`config.mk`:
```
export PLATFORM = sky130hd
export DESIGN_NAME = autoneg_ability_registers
export DESIGN_NICKNAME = d
export VERILOG_FILES = /design/src/autoneg_ability_pkg.sv /design/src/autoneg_ability_registers.sv
export VERILOG_INCLUDE_DIRS = /design/src
export SDC_FILE = /design/constraint.sdc
export NUM_CORES = 1
export LEC_CHECK = 0
export BUFFER_PORTS_ARGS = -buffer_cell sky130_fd_sc_hd__buf_2
export CORE_UTILIZATION = 49
export DETAILED_ROUTE_END_ITERATION = 8
export PLACE_DENSITY = 0.81
export SLEW_MARGIN = 20
export SYNTH_ARGS = -nofsm -noshare
export SYNTH_HDL_FRONTEND = slang
export SYNTH_SLANG_ARGS = --single-unit
```
`constraint.sdc`:
```
create_clock -name clk_i -period 2 [get_ports clk_i]
set_input_delay 0.2 -clock clk_i [delete_from_list [all_inputs] [get_ports clk_i]]
set_output_delay 0.2 -clock clk_i [all_outputs]
set_load 0.02 [all_outputs]
```
`src/autoneg_ability_map.svh`:
```
`ifndef AUTONEG_ABILITY_MAP_SVH
`define AUTONEG_ABILITY_MAP_SVH
// Register indices; byte address is four times the index
`define STATUS_IDX          5'h01
`define LOCAL_ADVERT_IDX    5'h04
`define PARTNER_RX_IDX      5'h05
`define IRQ_STATUS_IDX      5'h10
`define IRQ_ENABLE_IDX      5'h11
`define IRQ_CLEAR_IDX       5'h12
`define RX_CAPTURE_IDX      5'h13
// Field positions
`define BIT_NEXT_PAGE       15
`define BIT_ACK             14
`define BIT_REMOTE_FAULT    13
`define BIT_FLOW_CTRL       10
`define BIT_FOUR_PAIR       9
`define BIT_EXT_CAP         0
// Reset values
`define LOCAL_ADVERT_RST    16'h0581
`define PARTNER_RX_RST      16'h0000
`define STATUS_VALUE        16'h0001
// Writable masks: local keeps bits 15,14,9 out; partner lets software touch flow control only
`define LOCAL_WR_MASK       16'h3DFF
`define PARTNER_WR_MASK     16'h0400
// Interrupt bits
`define IRQ_RX_WORD         0
`define IRQ_ACK_RX          1
`define IRQ_BITS            2
`endif

```
`src/autoneg_ability_pkg.sv`:
```
package autoneg_ability_pkg;
   typedef struct packed {
      logic        next_page_flag;
      logic        ack;
      logic        remote_fault_flag;
      logic [1:0]  reserved_hi;
      logic        flow_ctrl_support;
      logic        four_pair_ability;
      logic        fast_full_duplex_ability;
      logic        fast_half_duplex_ability;
      logic [1:0]  ten_abilities;
      logic [4:0]  selector;
   } ability_word_t;
endpackage : autoneg_ability_pkg

```
`src/autoneg_ability_registers.sv`:
```
`timescale 1ns/1ps
`default_nettype none
`include "autoneg_ability_map.svh"
// Functional notes
// - Status register bit 0 always reads 1, extended registers present.
// - Local advertisement contents drive the outgoing ability word.
// - Local next-page bit reads 0 and ignores writes.
// - Local acknowledge bit is driven by negotiation logic; software writes ignored.
// - Local remote-fault bit read/write, resets to 0.
// - Local reserved bits read/write, reset 0; software writes zero.
// - Local flow-control bit read/write, resets to 1.
// - Local four-pair bit always reads 0.
// - Local full-duplex bit read/write, resets to 1.
// - Local half-duplex bit read/write, resets to 1.
// - Selector field read/write, resets to 00001.
// - Partner register holds word received from link partner.
// - Partner next-page bit read-only, reset 0, shows received value.
// - Partner acknowledge bit updated from received bursts, reset 0.
// - Partner remote-fault bit read-only, reset 0, shows received value.
// - Partner reserved bits read-only, taken from received word.
// - Partner flow-control bit read/write, reset 0.
// - Partner technology bits reflect received abilities, read-only.
module autoneg_ability_registers
   import autoneg_ability_pkg::*;
(
   // Clock and reset
   input  wire logic          clk_i,
   input  wire logic          rst_i,
   // Wishbone slave
   input  wire logic          wb_cyc_i,
   input  wire logic          wb_stb_i,
   input  wire logic          wb_we_i,
   input  wire logic [6:0]    wb_adr_i,
   input  wire logic [3:0]    wb_sel_i,
   input  wire logic [31:0]   wb_dat_i,
   output logic      [31:0]   wb_dat_o,
   output logic               wb_ack_o,
   // Negotiation engine
   input  wire logic          local_ack_set_i,
   input  wire logic          local_ack_clr_i,
   input  wire logic          rx_word_valid_i,
   input  wire ability_word_t rx_word_i,
   output ability_word_t      tx_word_o,
   // Interrupt
   output logic               irq_o
);

   ability_word_t        local_q, local_d;
   ability_word_t        partner_q, partner_d;
   logic                 local_ack_q;
   logic [`IRQ_BITS-1:0] irq_status_q, irq_status_d;
   logic [`IRQ_BITS-1:0] irq_enable_q;
   logic [31:0]          dat_q;
   logic                 ack_q;
   logic                 irq_q;

   // Decode; single-cycle ack, held low the cycle after so requests never double-fire
   wire       req      = wb_cyc_i & wb_stb_i & ~ack_q;
   wire [4:0] idx      = wb_adr_i[6:2];
   wire       wr       = req & wb_we_i;
   wire       lo_we    = wr & wb_sel_i[0];
   wire       hi_we    = wr & wb_sel_i[1];
   wire [15:0] byte_m  = {{8{hi_we}}, {8{lo_we}}};
   wire       wr_local   = (idx == `LOCAL_ADVERT_IDX);
   wire       wr_partner = (idx == `PARTNER_RX_IDX);
   wire       wr_enable  = lo_we & (idx == `IRQ_ENABLE_IDX);
   wire       wr_clear   = lo_we & (idx == `IRQ_CLEAR_IDX);
   wire [15:0] local_m   = byte_m & `LOCAL_WR_MASK & {16{wr_local}};
   wire [15:0] partner_m = byte_m & `PARTNER_WR_MASK & {16{wr_partner}};

   // Local advertisement: masked write leaves next-page, ack and four-pair at 0
   always_comb begin
      local_d = (local_q & ~local_m) | (wb_dat_i[15:0] & local_m);
      local_d.next_page_flag    = 1'b0;
      local_d.four_pair_ability = 1'b0;
      local_d.ack               = 1'b0;
   end

   // Partner word: received word loads everything; flow control also software-writable
   always_comb begin
      partner_d = partner_q;
      if (rx_word_valid_i) begin
         partner_d = rx_word_i;
      end else begin
         partner_d = (partner_q & ~partner_m) | (wb_dat_i[15:0] & partner_m);
      end
   end

   // Set wins over clear so a word arriving during the clear is not lost
   always_comb begin
      irq_status_d = irq_status_q;
      if (wr_clear) begin
         irq_status_d = irq_status_q & ~wb_dat_i[`IRQ_BITS-1:0];
      end
      if (rx_word_valid_i) begin
         irq_status_d[`IRQ_RX_WORD] = 1'b1;
      end
      if (rx_word_valid_i & rx_word_i.ack) begin
         irq_status_d[`IRQ_ACK_RX] = 1'b1;
      end
   end

   wire ability_word_t local_view = {local_q[15], local_ack_q, local_q[13:0]};
   wire [15:0] rd_word =
      (idx == `STATUS_IDX)       ? `STATUS_VALUE :
      (idx == `LOCAL_ADVERT_IDX) ? local_view :
      (idx == `PARTNER_RX_IDX)   ? partner_q :
      (idx == `IRQ_STATUS_IDX)   ? {14'h0000, irq_status_q} :
      (idx == `IRQ_ENABLE_IDX)   ? {14'h0000, irq_enable_q} :
      16'h0000;

   always_ff @(posedge clk_i) begin
      if (rst_i) begin
         local_q <= `LOCAL_ADVERT_RST;
      end else begin
         local_q <= local_d;
      end
   end

   // Ack bit owned by the negotiation engine; set beats clear
   always_ff @(posedge clk_i) begin
      if (rst_i) begin
         local_ack_q <= 1'b0;
      end else if (local_ack_set_i) begin
         local_ack_q <= 1'b1;
      end else if (local_ack_clr_i) begin
         local_ack_q <= 1'b0;
      end
   end

   always_ff @(posedge clk_i) begin
      if (rst_i) begin
         partner_q <= `PARTNER_RX_RST;
      end else begin
         partner_q <= partner_d;
      end
   end

   always_ff @(posedge clk_i) begin
      if (rst_i) begin
         irq_status_q <= '0;
         irq_enable_q <= '0;
      end else begin
         irq_status_q <= irq_status_d;
         if (wr_enable) begin
            irq_enable_q <= wb_dat_i[`IRQ_BITS-1:0];
         end
      end
   end

   always_ff @(posedge clk_i) begin
      if (rst_i) begin
         ack_q <= 1'b0;
         dat_q <= 32'h0000_0000;
      end else begin
         ack_q <= req;
         dat_q <= (req & ~wb_we_i) ? {16'h0000, rd_word} : 32'h0000_0000;
      end
   end

   // Registered copies keep every output straight from a flop
   ability_word_t tx_q;
   always_ff @(posedge clk_i) begin
      if (rst_i) begin
         tx_q  <= `LOCAL_ADVERT_RST;
         irq_q <= 1'b0;
      end else begin
         tx_q  <= local_view;
         irq_q <= |(irq_status_d & irq_enable_q);
      end
   end

   assign wb_ack_o  = ack_q;
   assign wb_dat_o  = dat_q;
   assign tx_word_o = tx_q;
   assign irq_o     = irq_q;

endmodule : autoneg_ability_registers
`default_nettype wire

```
## After elaboration in Yosys (flattened, before gate mapping)

Index checks and enable logic that the tools add are counted.

| operators by class | value |
|---|---|
| bitwise gates (word level) | 25 |
| equal/unequal tests | 6 |
| multiplexer cells | 11 |
| reduce and logical (&&, ||, !) cells | 4 |

Operators by type and width:

| kind | number |
|---|---|
| $mux W16 | 4 |
| $and A14 B14 Y14 | 3 |
| $and A16 B16 Y16 | 2 |
| $and A11 B16 Y16 | 1 |
| $not A16 Y16 | 1 |
| $or A16 B16 Y16 | 1 |
| $eq A5 B5 Y1 const B | 3 |
| $not A14 Y14 | 1 |
| $or A14 B14 Y14 | 1 |
| $eq A5 B3 Y1 const B | 2 |
| $and A1 B1 Y1 | 9 |
| $mux W2 | 3 |
| $eq A5 B1 Y1 const B | 1 |
| $and A2 B2 Y2 | 2 |
| $mux W1 | 4 |
| $reduce_or A2 Y1 | 2 |
| $not A1 Y1 | 3 |
| $reduce_or A3 Y1 | 1 |
| $not A2 Y2 | 1 |
| $reduce_bool A2 Y1 | 1 |

| storage, ports and cells | value |
|---|---|
| output and inout bits | 50 |
| logic and storage cells | 82 |
| bits of input ports | 67 |
| register bits | 85 |

## Longest topological paths before layout

Gate-level depths: netlist of run 1.

| logic depth | value |
|---|---|
| depth in word-level cells | 9 |
| mapped depth | 5 |
| mapped depth without buffers | 4 |

## Worst setup path after synthesis of run 1

Ideal clock, no wire load.

| timing path | value |
|---|---|
| path kind | reg-to-reg |
| start point | register ack_q (netlist: wb_ack_o) |
| end point | register (tool-made name) |
| stages on the path, launching flop included | 6 |
| buffers on the path | 1 |
| arrival | 1.353 ns |
| library setup time | 0.120 ns |
| required time | 1.880 ns |
| setup slack | 0.527 ns |
| period minus slack after synthesis | 1.473 ns |
| cells stage by stage | dfxtp_1 and4b_1 and4b_1 buf_6 nor2b_1 a211o_1 |

RTL lines:

| what | RTL line | text |
|---|---|---|
| from (decl) | autoneg_ability_registers.sv:54 | `logic ack_q;` |
| from (signal assigned) | autoneg_ability_registers.sv:156 | `ack_q <= req;` |

==> metrics.cfg, run 1 <==
[grt]
grt_pass1_vias = 1706
grt.total_usage_pct = 19.6
grt_first_pass_wirelength_um = 7760
grt_max_degree = 31
antenna_found_initial = 0
grt-ovfl-total = 0

[drt]
vias = 1908
drt-initial-drc-count = 77
wl_per_cell_um = 12.6
first_pass_iters = 4
wirelength_um = 5000
ant_nets = 0
drc = 0
viasPerCell = 4.83

[place]
hpwl_um = 3530
routabilityCongestion = 0.778
dp_slack_ns = 0.243
portBuffers = 75

[power_and_ir_drop]
power_density_nw_per_um2 = 931
peakVddDrop_v = 0.000487
cellLeakagePower_uw = 0.00150

[sta]
setup_tns_ns = 0
clock_skew_ns = 0.00716
setup_viol = 0
fin_crit_sh_pct = 80.2
slew_viol_final = 0
max_freq_ghz = 0.623
fin_ws_ns = 0.396
hold_violations = 0
tightestPinTransition_ns = 0.672
final.hold.worst_slack_ns = 0.0747
timing.slew.headroom_pct = 54.6
min_period_ns = 1.60
rsz0062_at_grt = false

[cts]
hold_buffers = 0
cts.sinks = 66
htreeDepth = 3
post_cts_buffers = 0
clock_latency_ns = 0.33
tritoncts = built
cts_resized = 0
cts_inserted_buffers = 9
cts-root-buf = clkbuf_8
max-clock-path-buffers = 2
path_clk_slew_ns = 0.07

[floorplan]
num_rows = 25
start_util_pct = 52.0
fp.dieH_um = 73.8
die_width_um = 73.8
fp.dieArea_sq_um = 5440
ios = 117
coreArea_sq_um = 4850

[worst_hold_path]
hold_class = input port to flop
hp-start = wb_dat_i[8]

[setup_path]
arrival_ns = 1.81
crit_path_end_kind = flop
critPathRequiredTime_ns = 2.21
worst-path-max-fanout = 7
crit_path_start_kind = flop
setup.worst_path.class = flop to flop
cp-startpoint = wb_ack_o
r2r-start = wb_ack_o

[synthesis]
syn_inst = 245
syn_avg_cell_area_sq_um = 10.3
synth_area_sq_um = 2520
ys_seq_area_share_pct = 52.4
yosysUniqueCellTypes = 34
synth_ff_type = dfxtp_1
async_flop_share_pct = 0
ys_seq_elements = 66
synth_edf_count = 0
yosys_warnings = 0

[cells_and_area]
num_antenna_cells = 0
drive_gt1_share_pct = 31.4
area_growth_pct = 24.6
final_nets = 390

[run_status]
status = finished, final reports clean

[job]
cap_violations = 0

==> metal layers <==
layer  vias up  routed length [um]  track usage (%)
met4         0                 118             10.5
met1       873                2160             23.5
met5         -                   0                0
li1        947                   -                -
met3        12                 300             5.21
met2        76                2420             31.9
==> layout make-up <==
class / instances / area (sq um)
Multi-Input combinational cell: 162 / 1050
Sequential cell: 66 / 1320
Clock buffer: 10 / 138
Timing Repair Buffer: 81 / 420
Clock inverter: 6 / 113
Fill cell: 408 / 1710
Inverter: 3 / 11.3
Tap cell: 67 / 83.8
==> path summary, 6_finish.rpt <==
| check | to | slack [ns] | depth (start not counted) |
|---|---|---|---|
| setup / recovery | flop | 0.40 | 5 |
| hold / removal | flop | 0.07 | 2 |
| setup reg to reg | flop | 0.40 | 5 |
| hold reg to reg | tx_word_o[8] | 0.46 | 1 |
==> Yosys cell counts, types with 2 or more instances <==
master,instances,area [sq um]
mux2i_1,38,380
and3_1,3,18.8
dfxtp_1,66,1320
a21oi_1,5,25.0
o21ai_0,3,15.0
nor2b_1,15,93.8
or2_2,4,25.0
nor2_1,43,161
a41o_1,2,20.0
a211o_1,4,35.0
buf_4,19,143
inv_1,3,11.3
nor3_1,2,10.0
nor3b_1,2,15.0
nand3b_1,2,15.0
buf_1,2,7.51
nand2_1,4,15.0
nand4_1,2,12.5
and4b_1,3,30.0
clkbuf_1,6,22.5
buf_2,3,15.0
nor4bb_1,2,20.0
==> cell families (layout without fill, tap and decap cells) <==
kind of cell	Yosys count	after routing	share of synthesized area [%]
DFF	66	66	52.4
other	1	18	0.149
buffers and inverters	34	100	8.33
muxes	38	38	15.1
and+or+nand+nor	87	87	18.7
AOI/OAI and AO/OA	19	19	5.36
==> placed cells by master (no fill, tap or decap), types with 2 or more instances in the layout <==
cell type,netlist,layout
a211o_1,4,4
nor3_1,2,2
inv_1,3,3
or2_2,4,4
nand4_1,2,2
conb_1,1,18
and4b_1,3,3
dfxtp_1,66,66
nand3b_1,2,2
nor4bb_1,2,2
buf_4,19,6
o21ai_0,3,3
and3_1,3,3
bufinv_16,0,3
nor2_1,43,43
a41o_1,2,2
nor3b_1,2,2
nand2_1,4,4
mux2i_1,38,38
a21oi_1,5,5
clkbuf_8,0,10
buf_2,3,75
nor2b_1,15,15
==> per-stage QoR <==
step / total power (uW) / area, sq um / util, % / instances
floorplan: 1530 / 2590 / - / 262
global placement: 1570 / 2890 / 59.6 / 379
detailed placement: 1580 / 2890 / 59.6 / 379
CTS: 2950 / 3140 / 64.8 / 395
global route: 3040 / 3140 / 64.8 / 395
finish: 2930 / 3140 / 64.8 / 395
==> critical path: stages (launching register included) <==
cell	delay, ns
dfxtp_1	0.32
and4b_1	0.36
and4b_1	0.31
buf_4	0.23
mux2i_1	0.21
nor2_1	0.05
==> power breakdown <==
group	total [uW]	switching (uW)	internal (uW)
logic	196	117	79.3
clock network	1380	510	867
registers	1350	13.1	1340
No activity file was read; power rests on OpenSTA's default activity.
==> run 2, diff against run 1 <==
Settings changed: CORE_UTILIZATION 49 to 41, PLACE_DENSITY 0.81 to 0.72.
Clock period 2 ns to 1.4 ns, I/O delays scaled along.
==> metrics.cfg, run 2 (same netlist as run 1, synthesis figures left out) <==
[job]
cap_violations = 0  ; unchanged

[power_and_ir_drop]
peakVddDrop_v = 0.000850  ; was 0.000487 V
power_density_nw_per_um2 = 1180  ; was 931 nW/um^2
cellLeakagePower_uw = 0.00156  ; was 0.00150 uW

[place]
hpwl_um = 3800  ; was 3530 um
portBuffers = 75  ; unchanged
routabilityCongestion = 0.730  ; was 0.778
dp_slack_ns = -0.0837  ; was 0.243 ns
dpl-instance-area_sq_um = 3020  ; was 2890 sq um
dp_cells = 402  ; was 379

[cells_and_area]
layout.cells.most_common = buf_2  ; unchanged
fin_area_sq_um = 3250  ; was 3140 sq um
stdcell_count = 419  ; was 395
fillerInstances = 552  ; was 408
mostFrequentLayoutCells = 75 x buf_2, 65 x dfxtp_1, 43 x nor2_1  ; was 75 x buf_2, 66 x dfxtp_1, 43 x nor2_1
area_growth_pct = 28.8  ; was 24.6%
final_nets = 406  ; was 390
num_antenna_cells = 0  ; unchanged
drive_gt1_share_pct = 35.8  ; was 31.4%

[worst_hold_path]
whs_path_depth = 2  ; unchanged
hp-start = wb_dat_i[8]  ; unchanged
hold_class = input port to flop  ; unchanged

[cts]
htreeDepth = 3  ; unchanged
cts-root-buf = clkbuf_8  ; unchanged
cts_inserted_buffers = 9  ; unchanged
tritoncts = built  ; unchanged
cts.sinks = 66  ; unchanged
path_clk_slew_ns = 0.07  ; about the same
clock_latency_ns = 0.34  ; was 0.33 ns
max-clock-path-buffers = 2  ; unchanged

[run_status]
violations = setup timing
status = finished, violations left  ; was finished, final reports clean

[sta]
rsz0062_at_grt = true  ; was false
hold_violations = 0  ; unchanged
setup_viol = 9  ; was 0
setup_tns_ns = -0.198  ; was 0 ns
min_period_ns = 1.44  ; was 1.60 ns
max_freq_ghz = 0.693  ; was 0.623 GHz
clock_skew_ns = 0.00758  ; was 0.00716 ns
slew_viol_final = 0  ; unchanged
fin_ws_ns = -0.0432  ; was 0.396 ns
fin_crit_sh_pct = 103  ; was 80.2%

[setup_path]
worst-path-max-fanout = 6  ; was 7
ff2ff_setup_slack_ns = -0.04  ; was 0.40 ns
arrival_ns = 1.67  ; was 1.81 ns
crit_path_start_kind = flop  ; unchanged
critPathTopFamily = simple AND/OR/NAND/NOR gates  ; unchanged
critPathRequiredTime_ns = 1.63  ; was 2.21 ns
crit_path_end_kind = flop  ; unchanged
ff2ff_path_depth = 5  ; unchanged
max_stage_delay_ns = 0.32  ; was 0.36 ns
r2r-start = wb_ack_o  ; unchanged
critical-path-slowest-cell = dfxtp_2  ; was and4b_1
cp_cell_sequence = and4b_2 -> and4b_1 -> buf_6 -> mux2i_2 -> nor2_1  ; was and4b_1 -> and4b_1 -> buf_4 -> mux2i_1 -> nor2_1
setup.worst_path.class = flop to flop  ; unchanged
path_buf_inv = 1  ; unchanged

[drt]
ant_nets = 0  ; unchanged
first_pass_iters = 4  ; unchanged
drt-initial-drc-count = 93  ; was 77
vias = 1975  ; was 1908
wirelength_um = 5520  ; was 5000 um
wl_per_cell_um = 13.2  ; was 12.6 um
viasPerCell = 4.71  ; was 4.83
drc = 0  ; unchanged

[floorplan]
die_width_um = 80.4  ; was 73.8 um
fp.dieH_um = 80.4  ; was 73.8 um
ios = 117  ; unchanged
fp.dieArea_sq_um = 6470  ; was 5440 sq um
coreArea_sq_um = 5920  ; was 4850 sq um
num_rows = 28  ; was 25
start_util_pct = 42.6  ; was 52.0%

[grt]
grt.total_usage_pct = 18.1  ; was 19.6%
grt-ovfl-total = 0  ; unchanged
grt_first_pass_wirelength_um = 8550  ; was 7760 um
grt_max_degree = 36  ; was 31
antenna_found_initial = 0  ; unchanged
grt_pass1_vias = 1891  ; was 1706

run 2: cell count changes in the layout (fill, tap and decap cells not counted), sizes merged:
cell    before  now
buf         81   97
clkbuf      10   14
bufinv       3    1
clkinv       2    1
inv          4    3
run 2: layout make-up:
class                   instances  area, sq um  area share, %
inverters                       3         11.3          0.347
repair buffers                 97          548           16.9
flip-flops and latches         66         1320           40.7
clock buffers                  14          163           5.01
well taps                      75         93.8           2.89
multi-input cells             162         1070           33.1
clock inverters                 2         35.0           1.08
run 2: worst max path at each step:
stage / from / to / slack [ns] / cells past startpoint
after floorplan: wb_ack_o / flop / -0.03 / 5
after global placement: wb_adr_i[5] / flop / -0.06 / 6
after detailed placement: wb_adr_i[5] / flop / -0.08 / 6
after CTS: wb_ack_o / flop / -0.02 / 5
after global routing: wb_ack_o / flop / -0.11 / 5
final: wb_ack_o / flop / -0.04 / 5
run 2: report_power, final:
group          total, uW  internal (uW)  switching, uW  leakage [uW]
Clock               1600            920            679      0.000101
Sequential          1930           1920           19.6      0.000537
Combinational        311            134            177      0.000919
run 2: timing repair:
item / CTS / global route
pin swaps: 1 / 6
setup buffers: 0 / 1
gates resized for setup: 3 / 5
hold buffers: 0 / 0
setup endpoints to repair: 12 / 25
run 2: per-stage QoR:
| stage | hold slack (ns) | power [uW] | util (%) |
|---|---|---|---|
| finish | 0.00252 | 3840 | 54.9 |
| CTS | 0.00179 | 3870 | 54.4 |
| floorplan | 0.223 | 2190 | - |
| global placement | 0.346 | 2270 | 50.9 |
| detailed placement | 0.356 | 2280 | 50.9 |
| global route | 0.00621 | 3990 | 54.9 |
run 2: metal layers:
metal	global-route usage [%]	vias to the layer above	share of wire (%)
met3	6.70	14	7.1
met1	22.3	908	45
met5	0	-	0
li1	-	977	-
met2	26.9	76	45
met4	10.2	0	2.6
==> run 3, diff against run 2 <==
--- a/config.mk
+++ b/config.mk
@@ -8,6 +8,7 @@
 export LEC_CHECK = 0
+export ABC_AREA = 1
 export BUFFER_PORTS_ARGS = -buffer_cell sky130_fd_sc_hd__buf_2
-export CORE_UTILIZATION = 41
+export CORE_UTILIZATION = 42
 export DETAILED_ROUTE_END_ITERATION = 8
-export PLACE_DENSITY = 0.72
+export PLACE_DENSITY = 0.76
 export SLEW_MARGIN = 20
--- a/constraint.sdc
+++ b/constraint.sdc
@@ -3,2 +3,2 @@
 set_output_delay 0.14 -clock clk_i [all_outputs]
-set_load 0.02 [all_outputs]
+set_load 0.005 [all_outputs]
==> metrics.cfg, run 3 <==
[synthesis]
syn_avg_cell_area_sq_um = 8.05  ; was 10.3 sq um
synth_ff_type = dfxtp_1  ; unchanged
yosys_warnings = 0  ; unchanged
ys_seq_area_share_pct = 51.6  ; was 52.4%
ys_seq_elements = 66  ; unchanged
synth_area_sq_um = 2560  ; was 2520 sq um
synth_area_leaders = dfxtp_1 52%, inv_1 7.3%, nand2_1 6.2%  ; was dfxtp_1 52%, mux2i_1 15%, nor2_1 6.4%
synth_most_common_cell = dfxtp_1  ; unchanged
synthTopCellsByCount = 66 x dfxtp_1, 50 x inv_1, 42 x nand2_1  ; was 66 x dfxtp_1, 43 x nor2_1, 38 x mux2i_1
yosysUniqueCellTypes = 28  ; was 34
synth_top_area_share_pct = 51.6  ; was 52.4%
syn_inst = 318  ; was 245
yosysTopAreaCell = dfxtp_1  ; unchanged
async_flop_share_pct = 0  ; unchanged
synth_edf_count = 0  ; unchanged

[setup_path]
r2r-start = wb_ack_o  ; unchanged
cp_num_cells = 4  ; was 5
ff2ff_path_depth = 6  ; was 5
worst-path-max-fanout = 1  ; was 6
cp-startpoint = local_ack_clr_i  ; was wb_ack_o
cpMostUsedCell = dlygate4sd3_1
critical-path-slowest-cell = dlygate4sd3_1  ; was dfxtp_2
setup.worst_path.class = input port to flop  ; was flop to flop
arrival_ns = 1.56  ; was 1.67 ns
crit_path_end_kind = flop  ; unchanged
max_stage_delay_ns = 0.57  ; was 0.32 ns
critPathTopFamily = buffers and inverters  ; was simple AND/OR/NAND/NOR gates
crit_path_start_kind = input port  ; was flop
cp_cell_sequence = dlygate4sd3_1 -> buf_2 -> o31ai_1 -> dlygate4sd3_1  ; was and4b_2 -> and4b_1 -> buf_6 -> mux2i_2 -> nor2_1
critPathRequiredTime_ns = 1.68  ; was 1.63 ns
path_buf_inv = 3  ; was 1

[cells_and_area]
layout.cells.most_common = buf_2  ; unchanged
drive_gt1_share_pct = 27.8  ; was 35.8%
stdcell_count = 481  ; was 419
area_growth_pct = 25.2  ; was 28.8%
fillerInstances = 561  ; was 552
final_core_util_pct = 54.4  ; was 54.9%
multiInputGateArea_sq_um = 892  ; was 1070 sq um
final_nets = 468  ; was 406
num_antenna_cells = 0  ; unchanged
mostFrequentLayoutCells = 75 x buf_2, 66 x dfxtp_1, 50 x inv_1  ; was 75 x buf_2, 65 x dfxtp_1, 43 x nor2_1
seq_area_sq_um = 1320  ; about the same

[sta]
fin_crit_sh_pct = 91.5  ; was 103%
slew_viol_final = 0  ; unchanged
final.hold.worst_slack_ns = 0.0326  ; was 0.00252 ns
rsz0062_at_grt = false  ; was true
clock_skew_ns = 0.00614  ; was 0.00758 ns
max_freq_ghz = 0.780  ; was 0.693 GHz
hold_violations = 0  ; unchanged
fin_ws_ns = 0.118  ; was -0.0432 ns
setup_tns_ns = 0  ; was -0.198 ns
min_period_ns = 1.28  ; was 1.44 ns
setup_viol = 0  ; was 9

[grt]
grt_max_degree = 29  ; was 36
grt_pass1_vias = 1989  ; was 1891
antenna_found_initial = 0  ; unchanged
grt.total_usage_pct = 19.0  ; was 18.1%
grt-ovfl-total = 0  ; unchanged
grt_first_pass_wirelength_um = 9030  ; was 8550 um

[drt]
wl_per_cell_um = 11.8  ; was 13.2 um
ant_nets = 0  ; unchanged
vias = 2237  ; was 1975
viasPerCell = 4.65  ; was 4.71
wirelength_um = 5660  ; was 5520 um
drc = 0  ; unchanged
first_pass_iters = 4  ; unchanged
drt-initial-drc-count = 100  ; was 93

[worst_hold_path]
hp-start = rst_i  ; was wb_dat_i[8]
whs_path_depth = 2  ; unchanged
hold_class = input port to flop  ; unchanged

[floorplan]
coreArea_sq_um = 5890  ; was 5920 sq um
num_rows = 28  ; unchanged
fp.dieArea_sq_um = 6410  ; was 6470 sq um
ios = 117  ; unchanged
start_util_pct = 43.5  ; was 42.6%
fp.dieH_um = 80.1  ; was 80.4 um
die_width_um = 80.1  ; was 80.4 um

[job]
cap_violations = 0  ; unchanged

[cts]
clock_latency_ns = 0.33  ; was 0.34 ns
path_clk_slew_ns = 0.07  ; about the same
cts-root-buf = clkbuf_8  ; unchanged
tritoncts = built  ; unchanged
htreeDepth = 3  ; unchanged
cts_inserted_buffers = 9  ; unchanged
cts.sinks = 66  ; unchanged
max-clock-path-buffers = 2  ; unchanged

[place]
dp_cells = 463  ; was 402
routabilityCongestion = 0.870  ; was 0.730
portBuffers = 75  ; unchanged
hpwl_um = 4020  ; was 3800 um
dp_slack_ns = 0.101  ; was -0.0837 ns

[power_and_ir_drop]
peakVddDrop_v = 0.000794  ; was 0.000850 V
power_density_nw_per_um2 = 1260  ; was 1180 nW/um^2
cellLeakagePower_uw = 0.00163  ; was 0.00156 uW

[run_status]
status = finished, final reports clean  ; was finished, violations left

## run 3: metrics by stage
step | instance area [sq um] | power (uW)
2_1_floorplan | 2620 | 2150
3_3_place_gp | 2940 | 2220
3_5_place_dp | 2940 | 2230
4_1_cts | 3200 | 4070
5_1_grt | 3200 | 4190
6_report | 3200 | 4050
## run 3: per-layer routing
metal / global-route usage (%) / share of wire (%) / vias to the layer above
met1: 23.4 / 45 / 1009
met3: 4.89 / 6.5 / 5
met2: 30.4 / 48 / 86
met5: 0 / 0 / -
met4: 10.0 / 1.1 / 0
li1: - / - / 1137
## run 3: worst register-to-register path: stages, from the launching register on
cell     delay (ns)
dfxtp_1        0.35
inv_1          0.07
nand4_2        0.12
nor2_2         0.13
nand2_1        0.19
o21ai_0        0.25
a21oi_1        0.06
## run 3: report_power, final
group / internal [uW] / switching [uW]
logic: 104 / 157
registers: 1920 / 15.8
clock network: 1150 / 709
## run 3: worst paths after layout
path / slack (ns) / endpoint
worst max-delay path: 0.12 / local_ack_q
worst min-delay path: 0.03 / wb_ack_o
worst max register to register: 0.12 / flop
worst min register to register: 0.44 / wb_dat_o[9]
## run 3: cell families (layout without fill, tap and decap cells)
family          Yosys count  count (layout)  synth area share (%)
simple gates             99              99                  17.8
buf+inv                  84             155                  16.2
compound gates           68              68                  14.2
flops                    66              66                  51.6
other cells               1              18                 0.146
## run 3: final cells by class
cell class | instances | area share [%]
inverters | 54 | 6.36
flip-flops and latches | 66 | 41.2
well taps | 75 | 2.93
clock inverters | 4 | 2.26
multi-input cells | 185 | 27.8
repair buffers | 85 | 14.2
clock buffers | 12 | 5.15
## run 3: what timing repair did
action	CTS	global route
endpoints found under the hold margin	1	0
resized for setup	0	2
hold buffers	2	0
setup buffers	0	0
setup endpoints to repair	0	5
